`src/pkg/acls_pkg.sv`:
```
package acls_pkg;

    // ==================================================
    // register map
    localparam logic [7:0] ACLS_AUD_CONF_OFS = 8'h55;
    localparam logic [7:0] ACLS_LINK_STS_OFS = 8'h5a;
    localparam logic [7:0] ACLS_AUD_CONF_RST = 8'h0c;
    localparam logic [7:0] ACLS_LINK_STS_RST = 8'h00;
    localparam logic [7:0] ACLS_AUD_CONF_WMASK = 8'hcf;
    localparam logic [7:0] ACLS_UNMAPPED_RDATA = 8'h00;

    // ==================================================
    // audio configuration field positions
    localparam int ACLS_TDM_CONV_EN_BIT = 7;
    localparam int ACLS_HDMI_I2S_OUT_BIT = 6;
    localparam int ACLS_RST_ON_TYPE_BIT = 3;
    localparam int ACLS_AIF_RST_EN_BIT = 2;
    localparam int ACLS_AVI_RST_EN_BIT = 1;
    localparam int ACLS_ACR_RST_EN_BIT = 0;

    // ==================================================
    // link status field positions
    localparam int ACLS_LINK_RDY_BIT = 7;
    localparam int ACLS_TX_ACTIVE_BIT = 6;
    localparam int ACLS_PORT_MODE_HI = 5;
    localparam int ACLS_PORT_MODE_LO = 4;
    localparam int ACLS_TMDS_OK_BIT = 3;
    localparam int ACLS_PLL_LOCK_BIT = 2;
    localparam int ACLS_NO_CLK_BIT = 1;
    localparam int ACLS_FREQ_STEADY_BIT = 0;

    // ==================================================
    // port mode codes and audio source selection
    localparam logic [1:0] ACLS_PORT_DUAL = 2'h0;
    localparam logic [1:0] ACLS_PORT_SINGLE0 = 2'h1;
    localparam logic [1:0] ACLS_PORT_SINGLE1 = 2'h2;
    localparam logic [1:0] ACLS_PORT_REPLICATE = 2'h3;
    localparam logic [1:0] ACLS_SRC_HDMI = 2'h0;

    // ==================================================
    // carriers
    typedef struct packed {
        logic sck;
        logic ws;
        logic [3:0] sd;
    } acls_i2s_s;

    typedef struct packed {
        logic link_ready;
        logic tx_active;
        logic rx_locked;
        logic video_valid;
        logic mode_entered;
        logic [1:0] port_mode;
        logic tmds_ok;
        logic pll_lock;
        logic no_clk;
        logic freq_steady;
    } acls_link_s;

endpackage

```
`src/rtl/acls_regs.sv`:
```
`timescale 1ns/1ps

module acls_regs
    import acls_pkg::*;
#(
    parameter int TYPE_W = 4,
    parameter int CSUM_W = 8,
    parameter int NCTS_W = 20
) (
    // clock and reset
    input wire logic mclk_i,
    input wire logic rst_n_i,
    // serial control bus register port
    input wire logic [7:0] reg_addr_i,
    input wire logic reg_wr_i,
    input wire logic [7:0] reg_wdata_i,
    output logic [7:0] reg_rdata_o,
    // bridge audio source select
    input wire logic [1:0] audio_src_sel_i,
    // hdmi packet fields and update strobes
    input wire logic aud_type_vld_i,
    input wire logic [TYPE_W-1:0] aud_type_i,
    input wire logic aif_vld_i,
    input wire logic [CSUM_W-1:0] aif_csum_i,
    input wire logic avi_vld_i,
    input wire logic [CSUM_W-1:0] avi_csum_i,
    input wire logic acr_vld_i,
    input wire logic [NCTS_W-1:0] acr_n_i,
    input wire logic [NCTS_W-1:0] acr_cts_i,
    // audio sources
    input wire acls_i2s_s hdmi_i2s_i,
    input wire acls_i2s_s pin_i2s_i,
    input wire acls_i2s_s tdm_par_i,
    // i2s pins (two-way)
    output acls_i2s_s pin_i2s_o,
    output logic pin_i2s_oe_o,
    // audio controls and downstream audio
    output logic tdm_conv_en_o,
    output acls_i2s_s link_audio_o,
    output logic fifo_reset_o,
    // link and receiver status sources
    input wire acls_link_s link_i
);

    // ==================================================
    // register file
    logic [7:0] aud_conf_r;
    logic [7:0] aud_conf_nxt;
    logic [7:0] link_sts_r;
    logic [7:0] link_sts_nxt;
    logic [7:0] rdata_r;
    logic [7:0] rdata_nxt;

    // address decode
    wire sel_cfg = (reg_addr_i == ACLS_AUD_CONF_OFS);
    wire sel_sts = (reg_addr_i == ACLS_LINK_STS_OFS);
    wire wr_cfg = reg_wr_i && sel_cfg;

    // reserved bits 5:4 stay zero, status is not writable
    assign aud_conf_nxt = wr_cfg ? (reg_wdata_i & ACLS_AUD_CONF_WMASK)
                                 : aud_conf_r;

    // read mux, unmapped reads as zero
    assign rdata_nxt = sel_cfg ? aud_conf_r :
                       sel_sts ? link_sts_r : ACLS_UNMAPPED_RDATA;

    // ==================================================
    // configuration fields
    wire tdm_en = aud_conf_r[ACLS_TDM_CONV_EN_BIT];
    wire hdmi_out_req = aud_conf_r[ACLS_HDMI_I2S_OUT_BIT];
    wire rst_on_type = aud_conf_r[ACLS_RST_ON_TYPE_BIT];
    wire aif_rst_en = aud_conf_r[ACLS_AIF_RST_EN_BIT];
    wire avi_rst_en = aud_conf_r[ACLS_AVI_RST_EN_BIT];
    wire acr_rst_en = aud_conf_r[ACLS_ACR_RST_EN_BIT];
    wire src_hdmi = (audio_src_sel_i == ACLS_SRC_HDMI);

    // ==================================================
    // status composition
    wire tx_ok = link_i.tx_active && link_i.rx_locked
                 && link_i.video_valid && link_i.mode_entered;
    wire [1:0] port_mode = tx_ok ? link_i.port_mode
                                 : ACLS_PORT_DUAL;

    always_comb begin
        link_sts_nxt = ACLS_LINK_STS_RST;
        link_sts_nxt[ACLS_LINK_RDY_BIT] = link_i.link_ready;
        link_sts_nxt[ACLS_TX_ACTIVE_BIT] = tx_ok;
        link_sts_nxt[ACLS_PORT_MODE_HI:ACLS_PORT_MODE_LO] = port_mode;
        link_sts_nxt[ACLS_TMDS_OK_BIT] = link_i.tmds_ok;
        link_sts_nxt[ACLS_PLL_LOCK_BIT] = link_i.pll_lock;
        link_sts_nxt[ACLS_NO_CLK_BIT] = link_i.no_clk;
        link_sts_nxt[ACLS_FREQ_STEADY_BIT] = link_i.freq_steady;
    end

    // ==================================================
    // register and read data flops
    always_ff @(posedge mclk_i or negedge rst_n_i) begin
        if (!rst_n_i) begin
            aud_conf_r <= ACLS_AUD_CONF_RST;
            link_sts_r <= ACLS_LINK_STS_RST;
            rdata_r <= ACLS_UNMAPPED_RDATA;
        end else begin
            aud_conf_r <= aud_conf_nxt;
            link_sts_r <= link_sts_nxt;
            rdata_r <= rdata_nxt;
        end
    end

    assign reg_rdata_o = rdata_r;

    // ==================================================
    // fifo reset triggers
    logic type_chg;
    logic aif_chg;
    logic avi_chg;
    logic acr_chg;

    acls_change_det #(.W(TYPE_W)) u_type_det (
        .mclk_i(mclk_i),
        .rst_n_i(rst_n_i),
        .valid_i(aud_type_vld_i),
        .value_i(aud_type_i),
        .change_o(type_chg)
    );

    acls_change_det #(.W(CSUM_W)) u_aif_det (
        .mclk_i(mclk_i),
        .rst_n_i(rst_n_i),
        .valid_i(aif_vld_i),
        .value_i(aif_csum_i),
        .change_o(aif_chg)
    );

    acls_change_det #(.W(CSUM_W)) u_avi_det (
        .mclk_i(mclk_i),
        .rst_n_i(rst_n_i),
        .valid_i(avi_vld_i),
        .value_i(avi_csum_i),
        .change_o(avi_chg)
    );

    acls_change_det #(.W(2*NCTS_W)) u_acr_det (
        .mclk_i(mclk_i),
        .rst_n_i(rst_n_i),
        .valid_i(acr_vld_i),
        .value_i({acr_n_i, acr_cts_i}),
        .change_o(acr_chg)
    );

    // gated triggers combined into one request
    wire fifo_rst_req = (rst_on_type && type_chg)
                        || (aif_rst_en && aif_chg)
                        || (avi_rst_en && avi_chg)
                        || (acr_rst_en && acr_chg);

    logic fifo_rst_r;

    // registered reset pulse one cycle after any enabled detected change, simultaneous changes giving one pulse
    always_ff @(posedge mclk_i or negedge rst_n_i) begin
        if (!rst_n_i) begin
            fifo_rst_r <= 1'b0;
        end else begin
            fifo_rst_r <= fifo_rst_req;
        end
    end

    assign fifo_reset_o = fifo_rst_r;

    // ==================================================
    // audio routing
    wire pin_drive = hdmi_out_req && src_hdmi;
    wire acls_i2s_s src_audio = src_hdmi ? hdmi_i2s_i : pin_i2s_i;
    wire acls_i2s_s link_audio_nxt = tdm_en ? tdm_par_i : src_audio;

    acls_i2s_s pin_i2s_r;
    acls_i2s_s link_audio_r;
    logic pin_oe_r;

    // registered pin and downstream audio
    always_ff @(posedge mclk_i or negedge rst_n_i) begin
        if (!rst_n_i) begin
            pin_i2s_r <= '0;
            pin_oe_r <= 1'b0;
            link_audio_r <= '0;
        end else begin
            pin_i2s_r <= pin_drive ? hdmi_i2s_i : '0;
            pin_oe_r <= pin_drive;
            link_audio_r <= link_audio_nxt;
        end
    end

    assign pin_i2s_o = pin_i2s_r;
    assign pin_i2s_oe_o = pin_oe_r;
    assign link_audio_o = link_audio_r;
    assign tdm_conv_en_o = tdm_en;
endmodule

```
`src/rtl/acls_change_det.sv`:
```
`timescale 1ns/1ps

module acls_change_det
    import acls_pkg::*;
#(
    parameter int W = 8
) (
    // clock and reset
    input wire logic mclk_i,
    input wire logic rst_n_i,
    // sampled field
    input wire logic valid_i,
    input wire logic [W-1:0] value_i,
    // change event
    output logic change_o
);

    logic [W-1:0] last_r;
    logic seen_r;
    logic change_r;
    wire differs = seen_r && (value_i != last_r);

    // ==================================================
    // remember last field, flag a change once per update
    always_ff @(posedge mclk_i or negedge rst_n_i) begin
        if (!rst_n_i) begin
            last_r <= '0;
            seen_r <= 1'b0;
            change_r <= 1'b0;
        end else begin
            change_r <= valid_i && differs;
            if (valid_i) begin
                last_r <= value_i;
                seen_r <= 1'b1;
            end
        end
    end

    assign change_o = change_r;
endmodule

```
`config.mk`:
```
export PLATFORM = sky130hd
export DESIGN_NAME = acls_regs
export DESIGN_NICKNAME = d
export VERILOG_FILES = /design/src/pkg/acls_pkg.sv /design/src/rtl/acls_regs.sv /design/src/rtl/acls_change_det.sv
export SDC_FILE = /design/constraint.sdc
export NUM_CORES = 1
export LEC_CHECK = 0
export BUFFER_PORTS_ARGS = -buffer_cell sky130_fd_sc_hd__buf_2
export CAP_MARGIN = 20
export CORE_MARGIN = 1
export CORE_UTILIZATION = 55
export DETAILED_ROUTE_END_ITERATION = 6
export PLACE_DENSITY_LB_ADDON = 0.05
export SLEW_MARGIN = 10
export SYNTH_ARGS = -nofsm -noshare
export SYNTH_HDL_FRONTEND = slang
export SYNTH_SLANG_ARGS = --single-unit
```
`constraint.sdc`:
```
create_clock -name mclk_i -period 3.8 [get_ports mclk_i]
set_clock_uncertainty 0.15 [all_clocks]
set_input_delay 0.38 -clock mclk_i [delete_from_list [all_inputs] [get_ports mclk_i]]
set_output_delay 0.38 -clock mclk_i [all_outputs]
set_load 0.02 [all_outputs]
```
Word-level counts from Yosys, hierarchy flattened
Index checks and enable logic that the tools add are counted.
- logic and storage cells: 56
- output and inout port bits: 23
- flip-flop bits (word level): 104
- input port bits: 114
- mux-type cells: 6
- eq/ne operators: 6
- reduce and logical (&&, ||, !) cells: 21
- operators with widths (operator ; number):
    40-bit inequality test ; 1
    6-bit two-way mux ; 3
    1-bit logical AND ; 17
    8-bit by 7-bit == test with 1-bit output, second input constant ; 2
    8-bit two-way mux ; 2
    8-bit inequality test ; 2
    4-bit inequality test ; 1
    1-bit logical OR ; 3
    2-bit zero test ; 1
    2-bit two-way mux ; 1

Logic depth before layout (Yosys ltp)
Gate-level depths: netlist of the first run.
- word-level depth: 4
- depth in mapped cells: 4
- mapped depth without buffers: 4

By module
From an unflattened synthesis of the first run, not the netlist that was laid out.
- cell total of the unflattened synthesis: 320
- area total of the unflattened synthesis: 4486.8 sq um
- modules (own cells, without submodules) (module ; area each (sq um) ; cells each ; instances ; sequential area each (sq um)):
    acls_change_det at u_acr_det ; 1988.2 ; 142 ; 1 ; 1051.0
    acls_regs ; 1363.8 ; 97 ; 1 ; 903.4
    acls_change_det at u_aif_det ... ; 442.9 ; 32 ; 2 ; 250.2
    acls_change_det at u_type_det ; 249.0 ; 17 ; 1 ; 150.1

Worst setup path before layout of the first run
Ideal clock, no wire load.
- path type: input port to flip-flop
- start: in reg_addr_i[7]
- end: reg aud_conf_r[0]
- stages on the path: 4
- setup time: 0.125 ns
- slack: 2.331 ns
- arrival time: 1.194 ns
- buffers on the path: 0
- data required time: 3.525 ns
- path through: nand4bb_4 -> nor2_8 -> nand2_4 -> mux2_4
- word-level cells in the longest chain between the ends: 2
- RTL lines (item ; line ; text):
    start, declared ; acls_regs.sv:14 ; input wire logic [7:0] reg_addr_i,
    8-bit by 7-bit == test with 1-bit output ; acls_regs.sv:55 ; wire sel_cfg = (reg_addr_i == ACLS_AUD_CONF_OFS);
    1-bit logical AND ; acls_regs.sv:57 ; wire wr_cfg = reg_wr_i && sel_cfg;
    end signal, assigned ; acls_regs.sv:103 ; aud_conf_r <= aud_conf_nxt;
    end, declared ; acls_regs.sv:47 ; logic [7:0] aud_conf_r;
No other way between the ends.
A chain may end at the register's enable or synchronous reset.

Worst setup path after layout of the first run
- start: reg aud_conf_r[7]
- end: out tdm_conv_en_o
- RTL lines (item ; line ; text):
    end, declared ; acls_regs.sv:38 ; output logic tdm_conv_en_o,
No word-level cell between the ends.

==> results of run 1 <==
## worst max-delay path by stage
| stage | start | end | slack (ns) | cells past startpoint |
|---|---|---|---|---|
| 2_1_floorplan | reg_addr_i[7] | aud_conf_r[0] | 2.33 | 4 |
| 3_5_place_dp | audio_src_sel_i[1] | link_audio_o[5] | 1.89 | 4 |
| 4_1_cts | aud_conf_r[7] | tdm_conv_en_o | 2.02 | 1 |
| 3_3_place_gp | audio_src_sel_i[1] | link_audio_o[5] | 1.95 | 4 |
| 5_1_grt | aud_conf_r[7] | tdm_conv_en_o | 1.96 | 1 |
| 6_report | aud_conf_r[7] | tdm_conv_en_o | 2.06 | 1 |
## registers in the layout, indices dropped and copies added, names as in the netlist, 4 cells and up
signal and cells:
u_avi_det.last_r 8, link_audio_o 6, u_type_det.last_r 4, u_aif_det.last_r 8, reg_rdata_o 8, link_sts_r 8, pin_i2s_o 6, u_acr_det.last_r 40
aud_conf_r 6
## per-layer routing
layer | up-vias | track usage (%) | wire length [um]
li1 | 1380 | - | -
met1 | 1333 | 26.9 | 3420
met2 | 82 | 32.4 | 3940
met3 | 13 | 3.81 | 388
met4 | 0 | 8.85 | 150
met5 | - | 0 | 0
## layout by cell type, fill, tap and decap left out
master,Yosys,final
xnor2_1,36,36
or2_2,4,4
clkinvlp_4,0,2
nor4_1,8,8
xor2_1,24,24
buf_4,1,3
and4_1,1,1
mux2_2,60,60
nand2_4,1,1
clkbuf_1,2,1
nand4_1,8,8
mux2_4,6,6
a41oi_1,2,2
dfrtp_1,102,102
nand4bb_4,2,2
mux2i_1,6,6
clkinv_2,0,1
o21ai_0,6,6
a22oi_1,2,2
and3_1,6,6
buf_2,6,133
and2_1,5,5
a21oi_1,2,2
buf_16,0,1
nand4bb_1,1,1
nand2_1,11,11
nor2_1,2,2
dlygate4sd3_1,0,6
nor2_8,1,1
clkbuf_8,0,10
a22o_1,6,6
dfstp_2,2,2
## per-stage QoR
stage	area, um^2	instances
finish	5500	563
global route	5500	563
CTS	5460	561
detailed placement	5250	542
global placement	5250	542
floorplan	4480	313
## cell families after synthesis
logic type	Yosys count	share of synthesized area [%]
flops	104	58.2
buf+inv	9	1.01
xor+xnor	60	11.7
mux	72	18.5
simple gates	50	7.80
compound gates	18	2.80
## area by class of cell
class	count	area (um^2)	share of cell area [%]
multi-input cells	200	1830	33.2
clock inverters	3	20.0	0.364
flip-flops and latches	104	2610	47.4
clock buffers	11	141	2.57
well taps	102	128	2.32
repair buffers	143	776	14.1
## power by group through the flow
stage                     Combinational [mW]  Sequential, mW  Clock, mW
final                                  0.313            1.24      0.589
after global routing                   0.349            1.25      0.650
after CTS                              0.315            1.24      0.614
after detailed placement               0.310            1.26          0
after global placement                 0.300            1.25          0
after floorplan                        0.179            1.26          0
==> impl_metrics.json, run 1 <==
{
  "synth_edf_count": 0,
  "fillers": 593,
  "initial_utilization_pct": 57.3,
  "status": "completed",
  "cts_tree": "yes",
  "synth_top_area_share_pct": 57.0,
  "hp-start": "link_i[4]",
  "p_leak_nw": 2.60,
  "maxCapViolations": 0,
  "utilization_pct": 70.4,
  "crit_type": "flop to output port",
  "antenna_found_initial": 0,
  "min_to": "link_sts_r[4]",
  "worstPathRequired_ns": 3.27,
  "switching_power_uw": 523,
  "nets": 572,
  "core_mm2": 0.00781,
  "place_hpwl_mm": 5.81,
  "setup_ws_ns": 2.06,
  "holdWs_ns": 0.0838,
  "yosys.cell_count.top_type": "dfrtp_1",
  "gp_routability_congestion": 0.752,
  "vias": 2808,
  "place_ws_ns": 1.89,
  "drt.antenna.violating_nets": 0,
  "critPathBufInv": 1,
  "dieArea_mm2": 0.00850,
  "rsz0062_at_grt": "no",
  "postSynthCellCount": 313,
  "p_int_mw": 1.62,
  "crit_path_max_incr_delay_ns": 0.62,
  "htreeDepth": 3,
  "synth_fp_nets": 427,
  "yosys-top-cells-area": "dfrtp_1 57%, mux2_2 15%, xnor2_1 7.0%",
  "clock-sinks": 104,
  "cts_max_path_buffers": 2,
  "grt_overflow": 0,
  "vdd.ir_drop.worst_v": 0.000228,
  "syn_avg_cell_area_um2": 14.3,
  "path_cells": "buf_2",
  "comb_power_share_pct": 14.6,
  "start_kind": "flop",
  "power_frac_clock_pct": 27.5,
  "rows": 32,
  "cp.arrival_ns": 1.21,
  "numCtsBuffers": 9,
  "track_usage_pct": 20.2,
  "p_per_area_mw_per_mm2": 389,
  "hold_violations": 0,
  "port-buffer-count": 134,
  "grt_first_pass_wirelength_mm": 13.2,
  "synth_warnings": 0,
  "r2r_start": "u_acr_det.last_r[25]",
  "synth_common_cells": "102 x dfrtp_1, 60 x mux2_2, 36 x xnor2_1",
  "vias_per_cell": 4.99,
  "seq_power_share_pct": 57.8,
  "power_mw": 2.14,
  "cts_setup_buffers": 0,
  "drt_iter0_drc": 75,
  "grt_pass1_vias": 2823,
  "r2r_cells": 4,
  "grt_max_degree": 88,
  "cts_root_buf": "clkbuf_8",
  "hold_depth": 2,
  "fin_tns_setup_ns": 0,
  "post-route-min-period_ns": 1.74,
  "drt_wl_total_mm": 7.89,
  "tightest_slew_ns": 0.980,
  "syn_area_mm2": 0.00448,
  "wl_per_cell_um": 14.0,
  "async_flop_share_pct": 100,
  "r2r-end": "u_acr_det.change_o",
  "synth_seq_cells": 104,
  "worst_path_max_delay_cell": "dfrtp_1",
  "setup-violations-final": 0,
  "swShare_pct": 24.5,
  "synth_cell_types": 27,
  "postCtsHoldBufs": 5,
  "final.period_utilization_pct": 45.8,
  "yosysSeqAreaShare_pct": 58.2,
  "synth_largest_area_cell": "dfrtp_1",
  "insertion_delay_ns": 0.35,
  "max_freq_mhz": 575,
  "diodes": 0,
  "drive_gt1_share_pct": 49.0,
  "io_pins": 137,
  "hold_path.class": "input port to flop",
  "cts.clk_slew.worst_paths_ns": 0.09,
  "cts_resized": 0,
  "cp_max_fo": 15,
  "crit_family": "flip-flops",
  "die_w_um": 92.2,
  "die_y_um": 92.2,
  "drc": 0,
  "synthFlopType": "dfrtp_1",
  "syn_to_final_growth_pct": 22.8,
  "rrSetupSlack_ns": 2.24,
  "endpoint_kind": "output port",
  "final-max-slew-violation-count": 0,
  "slew_headroom_pct": 34.4,
  "dr.pass1.iters": 4
}
Note: power is estimated with default switching activity, not from simulation.
==> inputs of run 2 (changes only) <==
Settings changed: ABC_AREA from default to 1, CORE_UTILIZATION 55 to 52.
Clock period 3.8 ns to 1.75 ns, I/O delays scaled along.
==> impl_metrics.json, run 2 <==
{
  "maxCapViolations": 0,
  "wl_per_cell_um": 12.4,
  "yosys-top-cells-area": "dfrtp_1 54%, nand2_1 19%, inv_1 5.0%",
  "cp.depth": 4,
  "dieArea_mm2": 0.00945,
  "synthMuxAreaShare_pct": 0,
  "postSynthCellCount": 576,
  "yosys.area_share.xor_xnor_pct": 6.32,
  "grt_overflow": 0,
  "drc": 0,
  "place_hpwl_mm": 6.82,
  "cts_tree": "yes",
  "p_per_area_mw_per_mm2": 746,
  "dr.pass1.iters": 4,
  "placed_area_mm2": 0.00554,
  "stdcell_area_mm2": 0.00706,
  "final.period_utilization_pct": 94.1,
  "setup.worst_path.start": "aud_conf_r[7]",
  "die_y_um": 97.2,
  "syn_area_mm2": 0.00471,
  "post-route-min-period_ns": 1.65,
  "vias": 4533,
  "status": "completed",
  "port-buffer-count": 134,
  "yosys.cell_count.top_type": "nand2_1",
  "insertion_delay_ns": 0.37,
  "grt_pass1_vias": 4450,
  "synthFlopType": "dfrtp_1",
  "synth_fp_nets": 690,
  "rrSetupSlack_ns": 0.10,
  "grt_max_degree": 55,
  "worstPathRequired_ns": 1.86,
  "final_common_cell": "nand2_1",
  "synth_edf_count": 0,
  "layout_common_cells": "240 x nand2_1, 133 x buf_2, 129 x dlygate4sd3_1",
  "synth_top_family_by_area": "simple AND/OR/NAND/NOR gates",
  "drive_gt1_share_pct": 20.2,
  "synth_top_area_share_pct": 54.1,
  "crit_path_max_incr_delay_ns": 0.58,
  "regMostFlops": "u_acr_det.last_r",
  "clock-sinks": 104,
  "vias_per_cell": 4.73,
  "grt_first_pass_wirelength_mm": 19.7,
  "synth_compound_area_share_pct": 5.23,
  "cts_root_buf": "clkbuf_8",
  "cp_max_fo": 7,
  "cts_max_path_buffers": 2,
  "holdWs_ns": 0.0215,
  "syn_avg_cell_area_um2": 8.18,
  "r2r_start": "aud_conf_r[7]",
  "tightest_slew_ns": 0.466,
  "nets": 960,
  "r2r_cells": 4,
  "largest_reg_flops": 40,
  "comb_power_share_pct": 18.7,
  "diodes": 0,
  "synth_simple_gate_area_share_pct": 26.8,
  "async_flop_share_pct": 100,
  "antenna_found_initial": 0,
  "switching_power_mw": 1.39,
  "fin_tns_setup_ns": 0,
  "cp-endpoint": "link_audio_o[3]",
  "track_usage_pct": 26.1,
  "slew_headroom_pct": 68.7,
  "critPathBufInv": 2,
  "drt_wl_total_mm": 11.9,
  "gp_routability_congestion": 0.773,
  "crit_type": "flop to flop",
  "endpoint_kind": "flop",
  "max_freq_mhz": 608,
  "synth_fa_ha_area_share_pct": 0,
  "power_frac_clock_pct": 30.7,
  "initial_utilization_pct": 53.8,
  "final-max-slew-violation-count": 0,
  "seq_power_share_pct": 50.6,
  "crit_family": "buffers and inverters",
  "hold_violations": 0,
  "htreeDepth": 3,
  "synth_largest_area_cell": "dfrtp_1",
  "core_mm2": 0.00876,
  "p_leak_nw": 3.72,
  "yosysSeqAreaShare_pct": 55.3,
  "die_w_um": 97.2,
  "r2r-end": "link_audio_o[3]",
  "drt_iter0_drc": 160,
  "synth_common_cells": "240 x nand2_1, 102 x dfrtp_1, 63 x inv_1",
  "swShare_pct": 26.4,
  "synth_cell_types": 23,
  "synth_warnings": 0,
  "worst_path_max_delay_cell": "dlygate4sd3_1",
  "vdd.ir_drop.worst_v": 0.000610,
  "syn_to_final_growth_pct": 49.8,
  "synth_seq_cells": 104,
  "io_pins": 137,
  "p_int_mw": 3.88,
  "rows": 34,
  "drt.antenna.violating_nets": 0,
  "start_kind": "flop",
  "rsz0062_at_grt": "no",
  "setup-violations-final": 0,
  "path_cells": "clkinvlp_4 > nor2_1 > a31oi_1 > dlygate4sd3_1",
  "cts.clk_slew.worst_paths_ns": 0.10,
  "hold_path.class": "input port to flop",
  "cp.arrival_ns": 1.75,
  "numCtsBuffers": 9
}
[run 2: timing repair]
action	in CTS	in global routing
setup buffers	0	1
endpoints found under the hold margin	195	0
resized for setup	0	3
hold buffers	129	0
endpoints found under the setup margin	0	6
[run 2: worst min-delay path by stage]
stage,slack (ns),start,end,depth (start not counted)
6_report,0.02,reg_addr_i[5],reg_rdata_o[6],4
5_1_grt,0.02,reg_addr_i[5],reg_rdata_o[6],4
4_1_cts,0.002,audio_src_sel_i[0],pin_i2s_o[1],4
3_5_place_dp,0.05,rst_n_i,u_acr_det.last_r[18],2
3_3_place_gp,0.04,rst_n_i,u_acr_det.last_r[18],2
2_1_floorplan,-0.27,rst_n_i,aud_conf_r[0],0
[run 2: worst min-delay path, stage by stage]
cell and delay [ns]:
buf_2 0.10, nor3_4 0.05, nand4_4 0.10, o21ai_0 0.08
[run 2: through the flow]
step	setup WS, ns	utilization [%]	total power, mW	cells
floorplan	0.461	-	3.11	576
global placement	0.407	63.2	3.40	812
detailed placement	0.346	63.2	3.44	812
CTS	0.0383	80.4	5.28	957
global route	0.0289	80.6	5.52	959
finish	0.104	80.6	5.26	959
[run 2: cells by family after synthesis]
logic type / count (synthesis)
DFF: 104
buffers and inverters: 78
xor gates and xnor gates: 34
and+or+nand+nor: 313
AOI/OAI and AO/OA: 47
[run 2: layout make-up]
cell class / count / area, um^2
inverters: 66 / 251
clock inverters: 6 / 83.8
well taps: 108 / 135
fillers: 562 / 1700
multi-input cells: 394 / 1810
repair buffers: 270 / 2040
clock buffers: 10 / 128
repair inverters: 1 / 7.51
flip-flops and latches: 104 / 2610
[run 2: routing by layer]
layer	global-route usage (%)	vias to the layer above	share of wire, %
li1	-	2286	-
met1	31.1	2091	41
met2	47.1	128	52
met3	3.88	28	4.3
met4	10.7	0	2.4
met5	0	-	0
[run 2: power groups by stage]
stage	clock (mW)	combinational [mW]	sequential (mW)
3_5_place_dp	0	0.731	2.71
3_3_place_gp	0	0.707	2.70
5_1_grt	1.73	1.10	2.69
4_1_cts	1.67	0.959	2.66
6_report	1.61	0.986	2.67
2_1_floorplan	0	0.389	2.72
==> inputs of run 3 (changes only) <==
==> constraint.sdc (replaced) <==
create_clock -name mclk_i -period 1.75 [get_ports mclk_i]
set_clock_uncertainty 0.15 [all_clocks]
set_input_delay 0.0875 -clock mclk_i [delete_from_list [all_inputs] [get_ports mclk_i]]
set_output_delay 0.0875 -clock mclk_i [all_outputs]
set_load 0.02 [all_outputs]
==> impl_metrics.json, run 3 (synthesis gave the netlist of run 2 again) <==
{
  "status": "completed",
  "crit_path_max_incr_delay_ns": 0.59,
  "drt.antenna.violating_nets": 0,
  "initial_utilization_pct": 53.8,
  "max_freq_mhz": 590,
  "rsz0062_at_grt": "yes",
  "syn_to_final_growth_pct": 50.6,
  "diodes": 0,
  "final.period_utilization_pct": 96.9,
  "drive_gt1_share_pct": 20.2,
  "cts.clk_slew.worst_paths_ns": 0.11,
  "grt_overflow": 0,
  "vdd.ir_drop.worst_v": 0.000513,
  "start_kind": "flop",
  "fin_cells": 965,
  "drc": 0,
  "wl_per_cell_um": 12.5,
  "core_mm2": 0.00876,
  "slew_headroom_pct": 65.4,
  "dr.pass1.iters": 4,
  "cp_max_fo": 13,
  "die_w_um": 97.2,
  "layout_common_cells": "240 x nand2_1, 135 x dlygate4sd3_1, 133 x buf_2",
  "p_per_area_mw_per_mm2": 718,
  "worstPathRequired_ns": 1.90,
  "clock-sinks": 104,
  "endpoint_kind": "flop",
  "grt_max_degree": 46,
  "vias_per_cell": 4.79,
  "largest_reg_flops": 40,
  "cts_max_path_buffers": 2,
  "power_mw": 5.10,
  "p_leak_nw": 3.72,
  "hold_violations": 0,
  "rows": 34,
  "final_common_cell": "nand2_1",
  "dieArea_mm2": 0.00945,
  "nets": 966,
  "track_usage_pct": 26.5,
  "regMostFlops": "u_acr_det.last_r",
  "tightest_slew_ns": 0.516,
  "post-route-min-period_ns": 1.70,
  "setup-violations-final": 0,
  "wl_met3_um": 413,
  "antenna_found_initial": 0,
  "crit_type": "flop to flop",
  "maxCapViolations": 0,
  "drt_wl_total_mm": 12.1,
  "dp_cells": 813,
  "wl_met1_mm": 4.99,
  "htreeDepth": 3,
  "hold_path.class": "input port to flop",
  "port-buffer-count": 134,
  "cp.arrival_ns": 1.85,
  "gp_routability_congestion": 0.782,
  "worst_path_max_delay_cell": "dlygate4sd3_1",
  "path_cells": "clkinvlp_4 > a31oi_1 > dlygate4sd3_1",
  "wl_met2_mm": 6.36,
  "ff_latch_area_mm2": 0.00261,
  "vias": 4626,
  "final-max-slew-violation-count": 0,
  "fillers": 575,
  "io_pins": 137,
  "die_y_um": 97.2,
  "cts_tree": "yes",
  "multi_input_area_mm2": 0.00181,
  "drt_iter0_drc": 158,
  "grt_first_pass_wirelength_mm": 20.3,
  "place_hpwl_mm": 6.99,
  "insertion_delay_ns": 0.36,
  "grt_pass1_vias": 4682,
  "cts_root_buf": "clkbuf_8",
  "routed.top_layer": "met4",
  "numCtsBuffers": 9
}
-- run 3: changes by cell type in the layout (fill, tap and decap cells not counted), moves of 2 or more --
cell,previous run,this run
bufinv_16,2,0
clkinv_2,3,0
clkinv_4,0,2
dlygate4sd3_1,129,135
inv_6,1,3
-- run 3: cell type report --
type / count / share of cell area, %
Inverter: 66 / 3.54
Timing Repair Buffer: 277 / 29.7
Clock buffer: 10 / 1.94
Clock inverter: 6 / 0.722
Multi-Input combinational cell: 394 / 25.5
Tap cell: 108 / 1.90
Sequential cell: 104 / 36.7
-- run 3: repair_timing --
item	CTS	global route
hold buffers	135	0
gates resized for setup	0	2
endpoints found under the setup margin	0	5
hold endpoints to repair	204	0
setup buffers	0	1
-- run 3: routing by layer --
layer / track usage, % / vias up
met4: 11.0 / 0
met2: 47.8 / 115
li1: - / 2298
met3: 4.39 / 33
met5: 0 / -
met1: 31.4 / 2180
-- run 3: path summary, 6_finish.rpt --
kind / startpoint / end / slack [ns] / cells after the start
worst max-delay path: aud_conf_r[7] / link_audio_o[3] / 0.05 / 3
worst min-delay path: audio_src_sel_i[0] / pin_i2s_oe_o / 0.007 / 4
worst max register to register: aud_conf_r[7] / link_audio_o[3] / 0.05 / 3
worst min register to register: u_avi_det.change_o / fifo_reset_o / 0.33 / 2
max in group asynchronous: rst_n_i / u_aif_det.last_r[6] / 0.80 / 3
min in group asynchronous: rst_n_i / u_acr_det.last_r[12] / 0.05 / 2
-- run 3: stage by stage --
stage	hold slack [ns]	cell area (um^2)	util [%]	setup TNS, ns	setup WS, ns
after floorplan	-0.358	4710	-	0	0.461
after global routing	0.0364	7100	81.0	-0.0129	-0.00707
after global placement	-0.0811	5550	63.3	0	0.411
after detailed placement	-0.0867	5550	63.3	0	0.369
final	0.00665	7100	81.0	0	0.0549
after CTS	0.00260	7090	80.9	0	0.0553
-- run 3: power breakdown --
group          total [mW]  leakage [nW]  switching, mW  internal (mW)
registers            2.66          1.25         0.0928           2.57
logic               0.986          2.38          0.486          0.501
clock network        1.45        0.0939          0.870          0.578
total                5.10          3.72           1.45           3.65
-- run 3: critical path: cells and delay by family (launching register included) --
family / cells / cell delay, ns
flip-flops: 1 / 0.40
AO/OA/AOI/OAI: 1 / 0.26
buffers and inverters: 2 / 0.83
